$ cat config.mk
export PLATFORM = sky130hd
export DESIGN_NAME = bcdrtc_regs
export DESIGN_NICKNAME = d
export VERILOG_FILES = /design/src/verilog/bcdrtc_pkg.sv /design/src/verilog/bcdrtc_divider.sv /design/src/verilog/bcdrtc_calendar.sv /design/src/verilog/bcdrtc_regs.sv
export SDC_FILE = /design/constraint.sdc
export NUM_CORES = 1
export LEC_CHECK = 0
export BUFFER_PORTS_ARGS = -buffer_cell sky130_fd_sc_hd__buf_2
export CORE_MARGIN = 10
export CORE_UTILIZATION = 40
export CTS_CLUSTER_SIZE = 40
export DETAILED_ROUTE_END_ITERATION = 10
export MAX_ROUTING_LAYER = met4
export PLACE_DENSITY = 0.58
export SETUP_SLACK_MARGIN = 0.1
export SKIP_LAST_GASP = 1
export SLEW_MARGIN = 30
export SYNTH_ARGS = -nofsm -noshare
export SYNTH_HDL_FRONTEND = slang
export SYNTH_HIERARCHICAL = 1
export SYNTH_SLANG_ARGS = --single-unit
export TNS_END_PERCENT = 30
$ cat constraint.sdc
create_clock -name clk_sys_in -period 4.1 [get_ports clk_sys_in]
set_input_delay 0.615 -clock clk_sys_in [delete_from_list [all_inputs] [get_ports clk_sys_in]]
set_output_delay 0.615 -clock clk_sys_in [all_outputs]
set_load 0.03 [all_outputs]
$ cat src/verilog/bcdrtc_pkg.sv
// Shared constants, types and BCD helpers of the BCD real-time clock register block.
package bcdrtc_pkg;

  // Clock rate and derived tick counts.
  localparam int CLK_PERIOD_NS = 8;
  localparam int SECOND_NS = 1_000_000_000;
  localparam int PROBE_HZ = 512;
  localparam int SEC_CYCLES = SECOND_NS / CLK_PERIOD_NS;
  localparam int PROBE_HALF_CYCLES = SECOND_NS / (2 * PROBE_HZ * CLK_PERIOD_NS);

  // Register addresses on the byte-wide bus.
  localparam int ADDR_W = 19;
  localparam logic [18:0] ADDR_CENTURY_AND_HOLD_CONTROL = 19'h7fff8;
  localparam logic [18:0] ADDR_SECONDS_AND_OSC_STOP = 19'h7fff9;
  localparam logic [18:0] ADDR_MINUTES_COUNT = 19'h7fffa;
  localparam logic [18:0] ADDR_HOURS_COUNT = 19'h7fffb;
  localparam logic [18:0] ADDR_WEEKDAY_AND_STATUS = 19'h7fffc;
  localparam logic [18:0] ADDR_DAY_OF_MONTH_COUNT = 19'h7fffd;
  localparam logic [18:0] ADDR_MONTH_COUNT = 19'h7fffe;
  localparam logic [18:0] ADDR_YEAR_COUNT = 19'h7ffff;

  // Register indices, taken from the low three address bits.
  localparam logic [2:0] IDX_CEN = 3'h0;
  localparam logic [2:0] IDX_SEC = 3'h1;
  localparam logic [2:0] IDX_MIN = 3'h2;
  localparam logic [2:0] IDX_HOUR = 3'h3;
  localparam logic [2:0] IDX_DAY = 3'h4;
  localparam logic [2:0] IDX_DATE = 3'h5;
  localparam logic [2:0] IDX_MONTH = 3'h6;
  localparam logic [2:0] IDX_YEAR = 3'h7;

  // Control and status bit positions.
  localparam int WRITE_HOLD_BIT = 7;
  localparam int READ_HOLD_BIT = 6;
  localparam int STOP_TICKING_BIT = 7;
  localparam int TICK_PROBE_BIT = 6;
  localparam int BATTERY_OK_BIT = 7;

  // Counter values after reset.
  localparam logic [7:0] RST_SEC = 8'h00;
  localparam logic [7:0] RST_MIN = 8'h00;
  localparam logic [7:0] RST_HOUR = 8'h00;
  localparam logic [7:0] RST_DAY = 8'h01;
  localparam logic [7:0] RST_DATE = 8'h01;
  localparam logic [7:0] RST_MONTH = 8'h01;
  localparam logic [7:0] RST_YEAR = 8'h00;
  localparam logic [7:0] RST_CEN = 8'h20;

  // Bus phase of the host interface.
  typedef enum logic [0:0] {BUS_IDLE, BUS_WRITING} bcdrtc_bus_type;

  // Bits of each register that hold count digits; the rest are stored as zero.
  function automatic logic [7:0] field_mask(input logic [2:0] idx);
    case (idx)
      IDX_CEN: field_mask = 8'h3f;
      IDX_SEC: field_mask = 8'h7f;
      IDX_MIN: field_mask = 8'h7f;
      IDX_HOUR: field_mask = 8'h3f;
      IDX_DAY: field_mask = 8'h07;
      IDX_DATE: field_mask = 8'h3f;
      IDX_MONTH: field_mask = 8'h1f;
      default: field_mask = 8'hff;
    endcase
  endfunction : field_mask

  // Adds one to a two-digit BCD value.
  function automatic logic [7:0] bcd_inc(input logic [7:0] v);
    if (v[3:0] >= 4'h9) begin
      bcd_inc = {v[7:4] + 4'h1, 4'h0};
    end else begin
      bcd_inc = {v[7:4], v[3:0] + 4'h1};
    end
  endfunction : bcd_inc

  // Converts a two-digit BCD value to binary.
  function automatic logic [6:0] bcd_to_bin(input logic [7:0] v);
    bcd_to_bin = 7'(v[7:4] * 4'ha) + 7'(v[3:0]);
  endfunction : bcd_to_bin

  // Last date of a month in BCD, with leap years including the century rule.
  function automatic logic [7:0] month_days(input logic [7:0] month, input logic [7:0] year,
                                            input logic [7:0] cen);
    logic [6:0] y;
    logic [6:0] c;
    logic leap;
    y = bcd_to_bin(year);
    c = bcd_to_bin(cen);
    leap = (y[1:0] == 2'h0) && ((y != 7'h00) || (c[1:0] == 2'h0));
    case (month)
      8'h02: month_days = leap ? 8'h29 : 8'h28;
      8'h04, 8'h06, 8'h09, 8'h11: month_days = 8'h30;
      default: month_days = 8'h31;
    endcase
  endfunction : month_days

endpackage : bcdrtc_pkg

$ cat src/verilog/bcdrtc_divider.sv
// Oscillator divider giving the one-second tick and the 512 Hz probe toggle.
`timescale 1ns/1ps
module bcdrtc_divider import bcdrtc_pkg::*; #(
  parameter int SEC_COUNT = SEC_CYCLES,
  parameter int HALF_COUNT = PROBE_HALF_CYCLES
) (
  // Clock, reset and enable.
  input wire logic clk_sys_in,
  input wire logic reset_in,
  input wire logic ce_in,
  // Oscillator control and outputs.
  input wire logic run_in,
  output logic sec_tick_out,
  output logic probe_toggle_out
);

  if (SEC_COUNT < 2 || HALF_COUNT < 1) begin : g_bad_counts
    $error("bcdrtc_divider: tick counts too small");
  end

  logic [$clog2(SEC_COUNT)-1:0] sec_cnt_q;
  logic [$clog2(HALF_COUNT+1)-1:0] half_cnt_q;

  // Second divider; it freezes while the oscillator is stopped.
  always_ff @(posedge clk_sys_in) begin
    if (reset_in) begin
      sec_cnt_q <= '0;
      sec_tick_out <= 1'b0;
    end else if (ce_in) begin
      sec_tick_out <= 1'b0;
      if (run_in) begin
        if (sec_cnt_q == ($clog2(SEC_COUNT))'(SEC_COUNT - 1)) begin
          sec_cnt_q <= '0;
          sec_tick_out <= 1'b1;
        end else begin
          sec_cnt_q <= sec_cnt_q + 1'b1;
        end
      end
    end
  end

  // Probe toggle, flipping every half period of 512 Hz.
  always_ff @(posedge clk_sys_in) begin
    if (reset_in) begin
      half_cnt_q <= '0;
      probe_toggle_out <= 1'b0;
    end else if (ce_in && run_in) begin
      if (half_cnt_q == ($clog2(HALF_COUNT+1))'(HALF_COUNT - 1)) begin
        half_cnt_q <= '0;
        probe_toggle_out <= ~probe_toggle_out;
      end else begin
        half_cnt_q <= half_cnt_q + 1'b1;
      end
    end
  end

endmodule : bcdrtc_divider

$ cat src/verilog/bcdrtc_calendar.sv
// Internal BCD timekeeping counters with month length and leap year correction.
`timescale 1ns/1ps
module bcdrtc_calendar import bcdrtc_pkg::*; (
  // Clock, reset and enable.
  input wire logic clk_sys_in,
  input wire logic reset_in,
  input wire logic ce_in,
  // Tick and load.
  input wire logic sec_tick_in,
  input wire logic load_in,
  input wire logic [7:0] load_val_in [8],
  // Running counts, indexed like the registers.
  output logic [7:0] count_out [8]
);

  logic [7:0] sec_q, min_q, hour_q, day_q, date_q, month_q, year_q, cen_q;
  logic c_min, c_hour, c_day, c_month, c_year, c_cen;

  // Carry chain of the calendar.
  always_comb begin
    c_min = sec_tick_in && (sec_q == 8'h59);
    c_hour = c_min && (min_q == 8'h59);
    c_day = c_hour && (hour_q == 8'h23);
    c_month = c_day && (date_q == month_days(month_q, year_q, cen_q));
    c_year = c_month && (month_q == 8'h12);
    c_cen = c_year && (year_q == 8'h99);
  end

  // Counters keep running regardless of any hold on the visible registers.
  always_ff @(posedge clk_sys_in) begin
    if (reset_in) begin
      sec_q <= RST_SEC;
      min_q <= RST_MIN;
      hour_q <= RST_HOUR;
      day_q <= RST_DAY;
      date_q <= RST_DATE;
      month_q <= RST_MONTH;
      year_q <= RST_YEAR;
      cen_q <= RST_CEN;
    end else if (ce_in) begin
      if (load_in) begin
        sec_q <= load_val_in[IDX_SEC];
        min_q <= load_val_in[IDX_MIN];
        hour_q <= load_val_in[IDX_HOUR];
        day_q <= load_val_in[IDX_DAY];
        date_q <= load_val_in[IDX_DATE];
        month_q <= load_val_in[IDX_MONTH];
        year_q <= load_val_in[IDX_YEAR];
        cen_q <= load_val_in[IDX_CEN];
      end else if (sec_tick_in) begin
        sec_q <= c_min ? 8'h00 : bcd_inc(sec_q);
        if (c_min) min_q <= c_hour ? 8'h00 : bcd_inc(min_q);
        if (c_hour) hour_q <= c_day ? 8'h00 : bcd_inc(hour_q);
        if (c_day) day_q <= (day_q == 8'h07) ? 8'h01 : bcd_inc(day_q);
        if (c_day) date_q <= c_month ? 8'h01 : bcd_inc(date_q);
        if (c_month) month_q <= c_year ? 8'h01 : bcd_inc(month_q);
        if (c_year) year_q <= c_cen ? 8'h00 : bcd_inc(year_q);
        if (c_cen) cen_q <= (cen_q == 8'h39) ? 8'h00 : bcd_inc(cen_q);
      end
    end
  end

  // Counts presented in register order.
  assign count_out[IDX_CEN] = cen_q;
  assign count_out[IDX_SEC] = sec_q;
  assign count_out[IDX_MIN] = min_q;
  assign count_out[IDX_HOUR] = hour_q;
  assign count_out[IDX_DAY] = day_q;
  assign count_out[IDX_DATE] = date_q;
  assign count_out[IDX_MONTH] = month_q;
  assign count_out[IDX_YEAR] = year_q;

  // Calendar checks.
  chk_day_wrap: assert property (@(posedge clk_sys_in) disable iff (reset_in)
    (ce_in && !load_in && c_day && day_q == 8'h07) |=> (day_q == 8'h01))
    else $error("weekday did not wrap to one");
  chk_units_bcd: assert property (@(posedge clk_sys_in) disable iff (reset_in)
    (ce_in && !load_in && sec_tick_in && sec_q[3:0] == 4'h9) |=> (sec_q[3:0] == 4'h0))
    else $error("seconds units left BCD range");
  chk_leap_day: assert property (@(posedge clk_sys_in) disable iff (reset_in)
    (ce_in && !load_in && c_day && month_q == 8'h02 && date_q == 8'h28
     && (year_q == 8'h24 || (year_q == 8'h00 && cen_q == 8'h20)))
    |=> (date_q == 8'h29 && month_q == 8'h02))
    else $error("leap day skipped");
  chk_short_month: assert property (@(posedge clk_sys_in) disable iff (reset_in)
    (ce_in && !load_in && c_day && month_q == 8'h04 && date_q == 8'h30)
    |=> (date_q == 8'h01 && month_q == 8'h05))
    else $error("thirty-day month did not roll");

endmodule : bcdrtc_calendar

$ cat src/verilog/bcdrtc_regs.sv
// Host-facing register file of the BCD real-time clock with hold bits and double buffering.
//
// Functional notes
// - All time and date values are kept and shown as two BCD digits.
// - Weekday advances at midnight and wraps within 01 to 07.
// - While read hold is one, counts stop moving into visible registers.
// - During read hold visible registers keep the time when the hold was set.
// - Internal counters keep counting during any hold.
// - After hold release all visible registers refresh together within one second.
// - Setting write hold halts visible updates so the host can load registers.
// - Writing 00h to clear write hold loads the visible values into counters.
// - Writing 00h to clear read hold resumes from the running counts.
// - A control write setting a hold bit leaves the century field unchanged.
// - A control write clearing write hold without setting read hold stores the written century field.
// - A control write clearing only read hold leaves the century field unchanged.
// - Stop bit in seconds register halts the oscillator; zero lets it run.
// - With probe bit set and oscillator running, seconds LSB toggles at 512 Hz.
// - A steady read of seconds shows the probe toggle on data line zero.
// - Chip select and output enable low, write enable high, drives read data.
// - Write while chip select and write enable are low, address held stable.
// - Weekday bit 7 reads battery status and ignores host writes.
// - Date rollover follows month length and leap years.
`timescale 1ns/1ps
module bcdrtc_regs import bcdrtc_pkg::*; #(
  parameter int SEC_COUNT = SEC_CYCLES,
  parameter int HALF_COUNT = PROBE_HALF_CYCLES
) (
  // Clock, reset and enable.
  input wire logic clk_sys_in,
  input wire logic reset_in,
  input wire logic ce_in,
  // Byte-wide host bus.
  input wire logic [ADDR_W-1:0] addr_in,
  input wire logic chip_sel_n_in,
  input wire logic out_en_n_in,
  input wire logic wr_en_n_in,
  input wire logic [7:0] data_in,
  output logic [7:0] data_out,
  output logic data_oe_n_out,
  // Battery monitor.
  input wire logic battery_ok_in
);

  if (SEC_COUNT < 2 * HALF_COUNT) begin : g_bad_ratio
    $error("bcdrtc_regs: second must exceed one probe period");
  end

  bcdrtc_bus_type bus_q;
  logic [ADDR_W-1:0] waddr_q;
  logic [7:0] wdata_q;
  logic commit;
  logic wr_act;
  logic rd_act;
  logic rd_hit;
  logic [2:0] widx;
  logic [2:0] ridx;
  logic w_hold_q;
  logic r_hold_q;
  logic stop_ticking_q;
  logic tick_probe_q;
  logic [7:0] vis_q [8];
  logic [7:0] cnt [8];
  logic [7:0] load_val [8];
  logic load;
  logic ctrl_wr;
  logic time_wr;
  logic sec_tick;
  logic probe_tog;
  logic [7:0] rd_mux;

  // Decodes the top eight addresses as clock registers.
  function automatic logic is_rtc(input logic [ADDR_W-1:0] a);
    is_rtc = (a[ADDR_W-1:3] == ADDR_CENTURY_AND_HOLD_CONTROL[ADDR_W-1:3]);
  endfunction : is_rtc

  // Bus decode of the strobes.
  assign wr_act = !chip_sel_n_in && !wr_en_n_in;
  assign rd_act = !chip_sel_n_in && !out_en_n_in && wr_en_n_in;
  assign rd_hit = rd_act && is_rtc(addr_in);
  assign data_oe_n_out = !rd_hit;
  assign widx = waddr_q[2:0];
  assign ridx = addr_in[2:0];
  assign commit = (bus_q == BUS_WRITING) && !wr_act;
  assign ctrl_wr = commit && is_rtc(waddr_q) && (widx == IDX_CEN);
  assign time_wr = commit && is_rtc(waddr_q) && (widx != IDX_CEN);

  // Write cycle: address and data follow the bus while active, taken when it ends.
  always_ff @(posedge clk_sys_in) begin
    if (reset_in) begin
      bus_q <= BUS_IDLE;
      waddr_q <= '0;
      wdata_q <= 8'h00;
    end else if (ce_in) begin
      case (bus_q)
        BUS_IDLE: begin
          if (wr_act) begin
            bus_q <= BUS_WRITING;
            waddr_q <= addr_in;
            wdata_q <= data_in;
          end
        end
        BUS_WRITING: begin
          if (wr_act) begin
            waddr_q <= addr_in;
            wdata_q <= data_in;
          end else begin
            bus_q <= BUS_IDLE;
          end
        end
        default: bus_q <= BUS_IDLE;
      endcase
    end
  end

  // Hold bits follow each control write.
  always_ff @(posedge clk_sys_in) begin
    if (reset_in) begin
      w_hold_q <= 1'b0;
      r_hold_q <= 1'b0;
    end else if (ce_in && ctrl_wr) begin
      w_hold_q <= wdata_q[WRITE_HOLD_BIT];
      r_hold_q <= wdata_q[READ_HOLD_BIT];
    end
  end

  // Oscillator stop and probe bits live beside the count fields.
  always_ff @(posedge clk_sys_in) begin
    if (reset_in) begin
      stop_ticking_q <= 1'b0;
      tick_probe_q <= 1'b0;
    end else if (ce_in && time_wr) begin
      if (widx == IDX_SEC) stop_ticking_q <= wdata_q[STOP_TICKING_BIT];
      if (widx == IDX_DAY) tick_probe_q <= wdata_q[TICK_PROBE_BIT];
    end
  end

  // Values loaded into the counters: the held visible set, or the running counts with no
  // write hold so that a direct write never rewinds the other fields, with the write merged in.
  always_comb begin
    for (int i = 0; i < 8; i++) begin
      load_val[i] = w_hold_q ? vis_q[i] : cnt[i];
      if (time_wr && widx == 3'(i)) load_val[i] = wdata_q & field_mask(3'(i));
    end
    if (ctrl_wr) load_val[IDX_CEN] = wdata_q & field_mask(IDX_CEN);
  end

  // Counters load on write-hold release, or on a direct write with no hold.
  assign load = (ctrl_wr && wdata_q[7:6] == 2'b00 && w_hold_q)
             || (time_wr && !w_hold_q && !r_hold_q);

  // Visible registers: host writes land here; counts copy in only with no hold.
  always_ff @(posedge clk_sys_in) begin
    if (reset_in) begin
      vis_q <= '{RST_CEN, RST_SEC, RST_MIN, RST_HOUR, RST_DAY, RST_DATE, RST_MONTH, RST_YEAR};
    end else if (ce_in) begin
      if (time_wr) begin
        vis_q[widx] <= wdata_q & field_mask(widx);
      end else if (ctrl_wr) begin
        if (wdata_q[7:6] == 2'b00 && w_hold_q) begin
          vis_q[IDX_CEN] <= wdata_q & field_mask(IDX_CEN);
        end else if (wdata_q[7:6] == 2'b00 && !r_hold_q) begin
          vis_q[IDX_CEN] <= wdata_q & field_mask(IDX_CEN);
        end
      end else if (!w_hold_q && !r_hold_q) begin
        vis_q <= cnt;
      end
    end
  end

  // Read data assembled from visible registers and live status bits.
  always_comb begin
    rd_mux = vis_q[ridx];
    if (ridx == IDX_CEN) begin
      rd_mux[WRITE_HOLD_BIT] = w_hold_q;
      rd_mux[READ_HOLD_BIT] = r_hold_q;
    end else if (ridx == IDX_SEC) begin
      rd_mux[STOP_TICKING_BIT] = stop_ticking_q;
      if (tick_probe_q && !stop_ticking_q) rd_mux[0] = probe_tog;
    end else if (ridx == IDX_DAY) begin
      rd_mux[BATTERY_OK_BIT] = battery_ok_in;
      rd_mux[TICK_PROBE_BIT] = tick_probe_q;
    end
  end

  // Read data register, refreshed every enabled cycle from the current address.
  always_ff @(posedge clk_sys_in) begin
    if (reset_in) begin
      data_out <= 8'h00;
    end else if (ce_in) begin
      data_out <= rd_hit ? rd_mux : 8'h00;
    end
  end

  // Oscillator divider.
  bcdrtc_divider #(
    .SEC_COUNT(SEC_COUNT),
    .HALF_COUNT(HALF_COUNT)
  ) u_divider (
    .clk_sys_in(clk_sys_in),
    .reset_in(reset_in),
    .ce_in(ce_in),
    .run_in(!stop_ticking_q),
    .sec_tick_out(sec_tick),
    .probe_toggle_out(probe_tog)
  );

  // Running calendar.
  bcdrtc_calendar u_calendar (
    .clk_sys_in(clk_sys_in),
    .reset_in(reset_in),
    .ce_in(ce_in),
    .sec_tick_in(sec_tick),
    .load_in(load),
    .load_val_in(load_val),
    .count_out(cnt)
  );

  // Register behaviour checks.
  chk_read_hold_frozen: assert property (@(posedge clk_sys_in) disable iff (reset_in)
    (ce_in && r_hold_q && !commit) |=> $stable(vis_q[IDX_MIN]) && $stable(vis_q[IDX_SEC]))
    else $error("visible time moved during read hold");
  chk_refresh_all: assert property (@(posedge clk_sys_in) disable iff (reset_in)
    (ce_in && !w_hold_q && !r_hold_q && !commit)
    |=> (vis_q[IDX_SEC] == $past(cnt[IDX_SEC]) && vis_q[IDX_YEAR] == $past(cnt[IDX_YEAR])))
    else $error("visible registers not refreshed together");
  chk_century_kept: assert property (@(posedge clk_sys_in) disable iff (reset_in)
    (ce_in && ctrl_wr && wdata_q[7:6] != 2'b00) |=> $stable(vis_q[IDX_CEN]))
    else $error("century changed by hold-setting write");
  chk_century_load: assert property (@(posedge clk_sys_in) disable iff (reset_in)
    (ce_in && ctrl_wr && wdata_q[7:6] == 2'b00 && w_hold_q)
    |=> (vis_q[IDX_CEN] == ($past(wdata_q) & 8'h3f)))
    else $error("century not written on write-hold release");
  chk_century_rclear: assert property (@(posedge clk_sys_in) disable iff (reset_in)
    (ce_in && ctrl_wr && wdata_q == 8'h00 && r_hold_q && !w_hold_q) |=> $stable(vis_q[IDX_CEN]))
    else $error("century changed by read-hold release");
  chk_wclear_loads: assert property (@(posedge clk_sys_in) disable iff (reset_in)
    (ce_in && ctrl_wr && wdata_q == 8'h00 && w_hold_q)
    |=> (cnt[IDX_MIN] == $past(vis_q[IDX_MIN]) && !w_hold_q))
    else $error("write-hold release did not load counters");
  chk_hold_isolates: assert property (@(posedge clk_sys_in) disable iff (reset_in)
    (ce_in && time_wr && w_hold_q && widx == IDX_YEAR && !sec_tick)
    |=> $stable(cnt[IDX_YEAR]))
    else $error("write under hold reached running year");
  chk_stop_halts: assert property (@(posedge clk_sys_in) disable iff (reset_in)
    (ce_in && stop_ticking_q) ##1 stop_ticking_q |-> !sec_tick)
    else $error("second tick while oscillator stopped");
  chk_probe_line: assert property (@(posedge clk_sys_in) disable iff (reset_in)
    (ce_in && rd_hit && ridx == IDX_SEC && tick_probe_q && !stop_ticking_q && $changed(probe_tog))
    |=> (data_out[0] == $past(probe_tog)))
    else $error("data line zero did not follow probe");
  chk_battery_bit: assert property (@(posedge clk_sys_in) disable iff (reset_in)
    (ce_in && rd_hit && ridx == IDX_DAY) |=> (data_out[BATTERY_OK_BIT] == $past(battery_ok_in)))
    else $error("battery status not reported");

  // Main scenarios.
  cov_read_hold: cover property (@(posedge clk_sys_in) disable iff (reset_in)
    ctrl_wr && wdata_q[READ_HOLD_BIT] ##[1:20] ctrl_wr && wdata_q == 8'h00);
  cov_write_load: cover property (@(posedge clk_sys_in) disable iff (reset_in)
    load && w_hold_q);
  cov_probe_read: cover property (@(posedge clk_sys_in) disable iff (reset_in)
    rd_hit && ridx == IDX_SEC && tick_probe_q && $changed(probe_tog));

endmodule : bcdrtc_regs

==> flow_summary.ini <==
[floorplan]
start_util_pct = 40.8
core_um2 = 32800
io_pins = 43
num_rows = 66
dieArea_um2 = 41200
die_width_um = 203
die_h_um = 203

[power]
p_clk_share_pct = 51.5
p_total_uw = 4990
p_leak_uw = 0.00499
switching_share_pct = 24.3
intPower_uw = 3780
pwr-share-seq_pct = 43.6
vdd_drop_max_uv = 284
pwr-share-comb_pct = 4.9
p_switching_uw = 1210
power_density_nw_per_um2 = 333

[place]
portBuffers = 42
globalplace.congestion = 0.907
dp_cells = 2055
hpwl_um = 30000

[timing]
skew_ns = 0.0266
period_needed_ns = 3.66
fin_tns_setup_ns = 0
hold_viol = 0
rsz0062_at_grt = false
tightestPinTransition_ns = 1.01
timing.fmax_mhz = 273
slew_viol_final = 0
period_share_pct = 89.4
setup_viol = 0
slew_headroom_pct = 32.6

[drt]
via_per_inst = 6.14
drtAntennaViolNets = 0
first_iter_violations = 1228
drt_wl_total_um = 43000
drt-pass1-iter-count = 5
wire_per_inst_um = 20.4
drc_errors = 0
route.vias.total = 12915

[clocking]
clock_latency_ns = 0.56
numCtsBuffers = 27
postCtsHoldBufs = 0
cts_sinks = 214
root_buffer = clkbuf_16
htree_levels = 1
clkSlewWorstSetupHoldPaths_ns = 0.06
postCtsSetupRepairBufs = 0
cts_buffer_depth = 3
cts_tree = done
cts_resized = 0

[worst_hold_path]
hp-start = data_in[4]
min_path_cells = 3
min_path_type = input port to register
min_to = wdata_q[4]$_SDFFE_PP0P_

[setup_path]
crit_type = register to register
setup.worst_path.start_class = register
crit_chain = ha_1 -> ha_1 -> inv_1 -> fa_1 -> and4b_1 -> a211oi_1 -> o2bb2ai_1 -> a31oi_1 -> xnor2_2 -> a41oi_2 -> a221oi_1 -> a211oi_1
cp_top_family = compound AO/OA/AOI/OAI gates
reg2reg_from = u_calendar/year_q[5]$_SDFFE_PP0P_
max_stage_delay_ns = 0.61
r2r_end = u_calendar/cen_q[1]$_SDFFE_PP0P_
r2r_cells = 12
crit_fanout = 11
r2r_slack_ns = 0.44
crit_arrival_ns = 4.07
setup.worst_path.end_class = register
critPathRequiredTime_ns = 4.50
crit_buf_inv = 1
cp_slowest_cell = xnor2_2

[yosys]
synthCells = 1645
syn_nets = 1731
yosys_register_bits = 214
synth_edf_count = 0
yosys_warnings = 6
ys.flop_type = dfxtp_1
async_reset_ff_share_pct = 0
ys_seq_area_share_pct = 32.0
synth_area_per_cell_um2 = 8.14
synth_cell_type_count = 99
synth_area_um2 = 13400

[final_layout]
drive_gt1_share_pct = 11.7
syn_to_final_growth_pct = 11.9
nNetsFinal = 1728
antenna_cells = 0
layout_commonest_cell = dfxtp_1
layout_common_cells = dfxtp_1, nand2_1, nor2_1, a21oi_1, nand3_1
instances_no_fill = 2105

[global_routing]
grtUsageTotal_pct = 20.4
antenna_found_initial = 0
grt_pass1_wl_um = 66800
overflow = 0
grt_pass1_vias = 11683
grt_max_degree = 46

[flow_run]
drv_cap = 0

[run_status]
status = finished clean
==> Yosys cell counts, types with 11 or more instances <==
master    number  area share [%]
buf_2         17            0.64
mux2i_1       69             5.2
nor3_1        41             1.5
a311oi_1      13            0.85
nor4_1        17            0.79
a32o_1        12            0.90
nand2_1      164             4.6
nand3_1       72             2.7
xnor2_1       24             1.6
or3_1         16            0.75
dfxtp_1      214              32
o31ai_1       27             1.5
nand4_1       31             1.4
a221oi_1      11            0.72
inv_1         57             1.6
xor2_1        11            0.72
o211ai_1      11            0.62
a22oi_1       47             2.6
nor2_1       154             4.3
nor3b_1       24             1.3
and2_1        12            0.56
ha_1          50             4.7
mux4_2        16             2.7
and3_1        13            0.61
a21oi_1      152             5.7
a211oi_1      49             2.7
clkbuf_1      80             2.2
o21ai_0       50             1.9
==> per-stage QoR <==
step,utilization [%],hold WS [ns],setup slack [ns],cell area (µm²)
CTS,45.7,0.293,0.503,15000
finish,45.7,0.298,0.436,15000
global placement,42.7,0.439,0.233,14000
floorplan,-,0.437,0.453,13400
global route,45.7,0.311,0.103,15000
detailed placement,42.8,0.444,0.373,14000
==> layout make-up <==
type / count / area (µm²)
clock buffers: 35 / 766
inverters: 60 / 225
multi-input cells: 1261 / 8470
well taps: 442 / 553
repair buffers: 78 / 483
flip-flops and latches: 214 / 4290
clock inverters: 15 / 199
fillers: 3230 / 17800
==> state kept, by name (all words and copies together) (netlist names), 17 cells and up <==
register / flops
u_divider/sec_cnt_q: 27
waddr_q: 19
u_divider/half_cnt_q: 17
vis_q: 64
==> metal layers <==
layer / global-route usage (%) / wire (µm) / vias to the layer above
li1: - / - / 6107
met1: 28.1 / 19800 / 6316
met2: 30.2 / 18900 / 423
met3: 3.55 / 3360 / 69
met4: 5.14 / 882 / 0
met5: - / 0 / -
==> tightest hold or removal path, stage by stage <==
cell     delay (ns)
buf_2          0.09
nand2_1        0.05
a21oi_1        0.05
==> how the worst max path moves through the flow <==
stage,startpoint,endpoint,slack [ns],cells after the start
floorplan,chip_sel_n_in,u_calendar/day_q[6]$_SDFFE_PP0P_,0.45,14
global placement,u_calendar/year_q[5]$_SDFFE_PP0P_,u_calendar/cen_q[6]$_SDFFE_PP0P_,0.23,12
detailed placement,chip_sel_n_in,u_calendar/cen_q[6]$_SDFFE_PP0P_,0.37,11
CTS,u_calendar/year_q[5]$_SDFFE_PP0P_,u_calendar/cen_q[4]$_SDFFE_PP0P_,0.50,12
global route,u_calendar/year_q[5]$_SDFFE_PP0P_,u_calendar/cen_q[4]$_SDFFE_PP0P_,0.10,12
finish,u_calendar/year_q[5]$_SDFFE_PP0P_,u_calendar/cen_q[1]$_SDFFE_PP0P_,0.44,12
==> logic make-up after synthesis <==
group / after synthesis / share of synthesized area (%)
multiplexers: 93 / 8.52
XOR/XNOR: 35 / 2.29
buffers and inverters: 170 / 5.07
AND/OR/NAND/NOR: 628 / 24.3
flip-flops: 214 / 32.0
AO/OA/AOI/OAI: 453 / 22.8
adder cells (fa/ha/maj): 52 / 4.97
==> power by group through the flow <==
stage          registers, µW  clock network, µW  logic (µW)
3_3_place_gp            2220                  0         236
6_report                2180               2570         243
3_5_place_dp            2220                  0         240
4_1_cts                 2170               2600         241
2_1_floorplan           2190                  0         168
5_1_grt                 2180               2690         263
No activity file was read; power rests on OpenSTA's default activity.
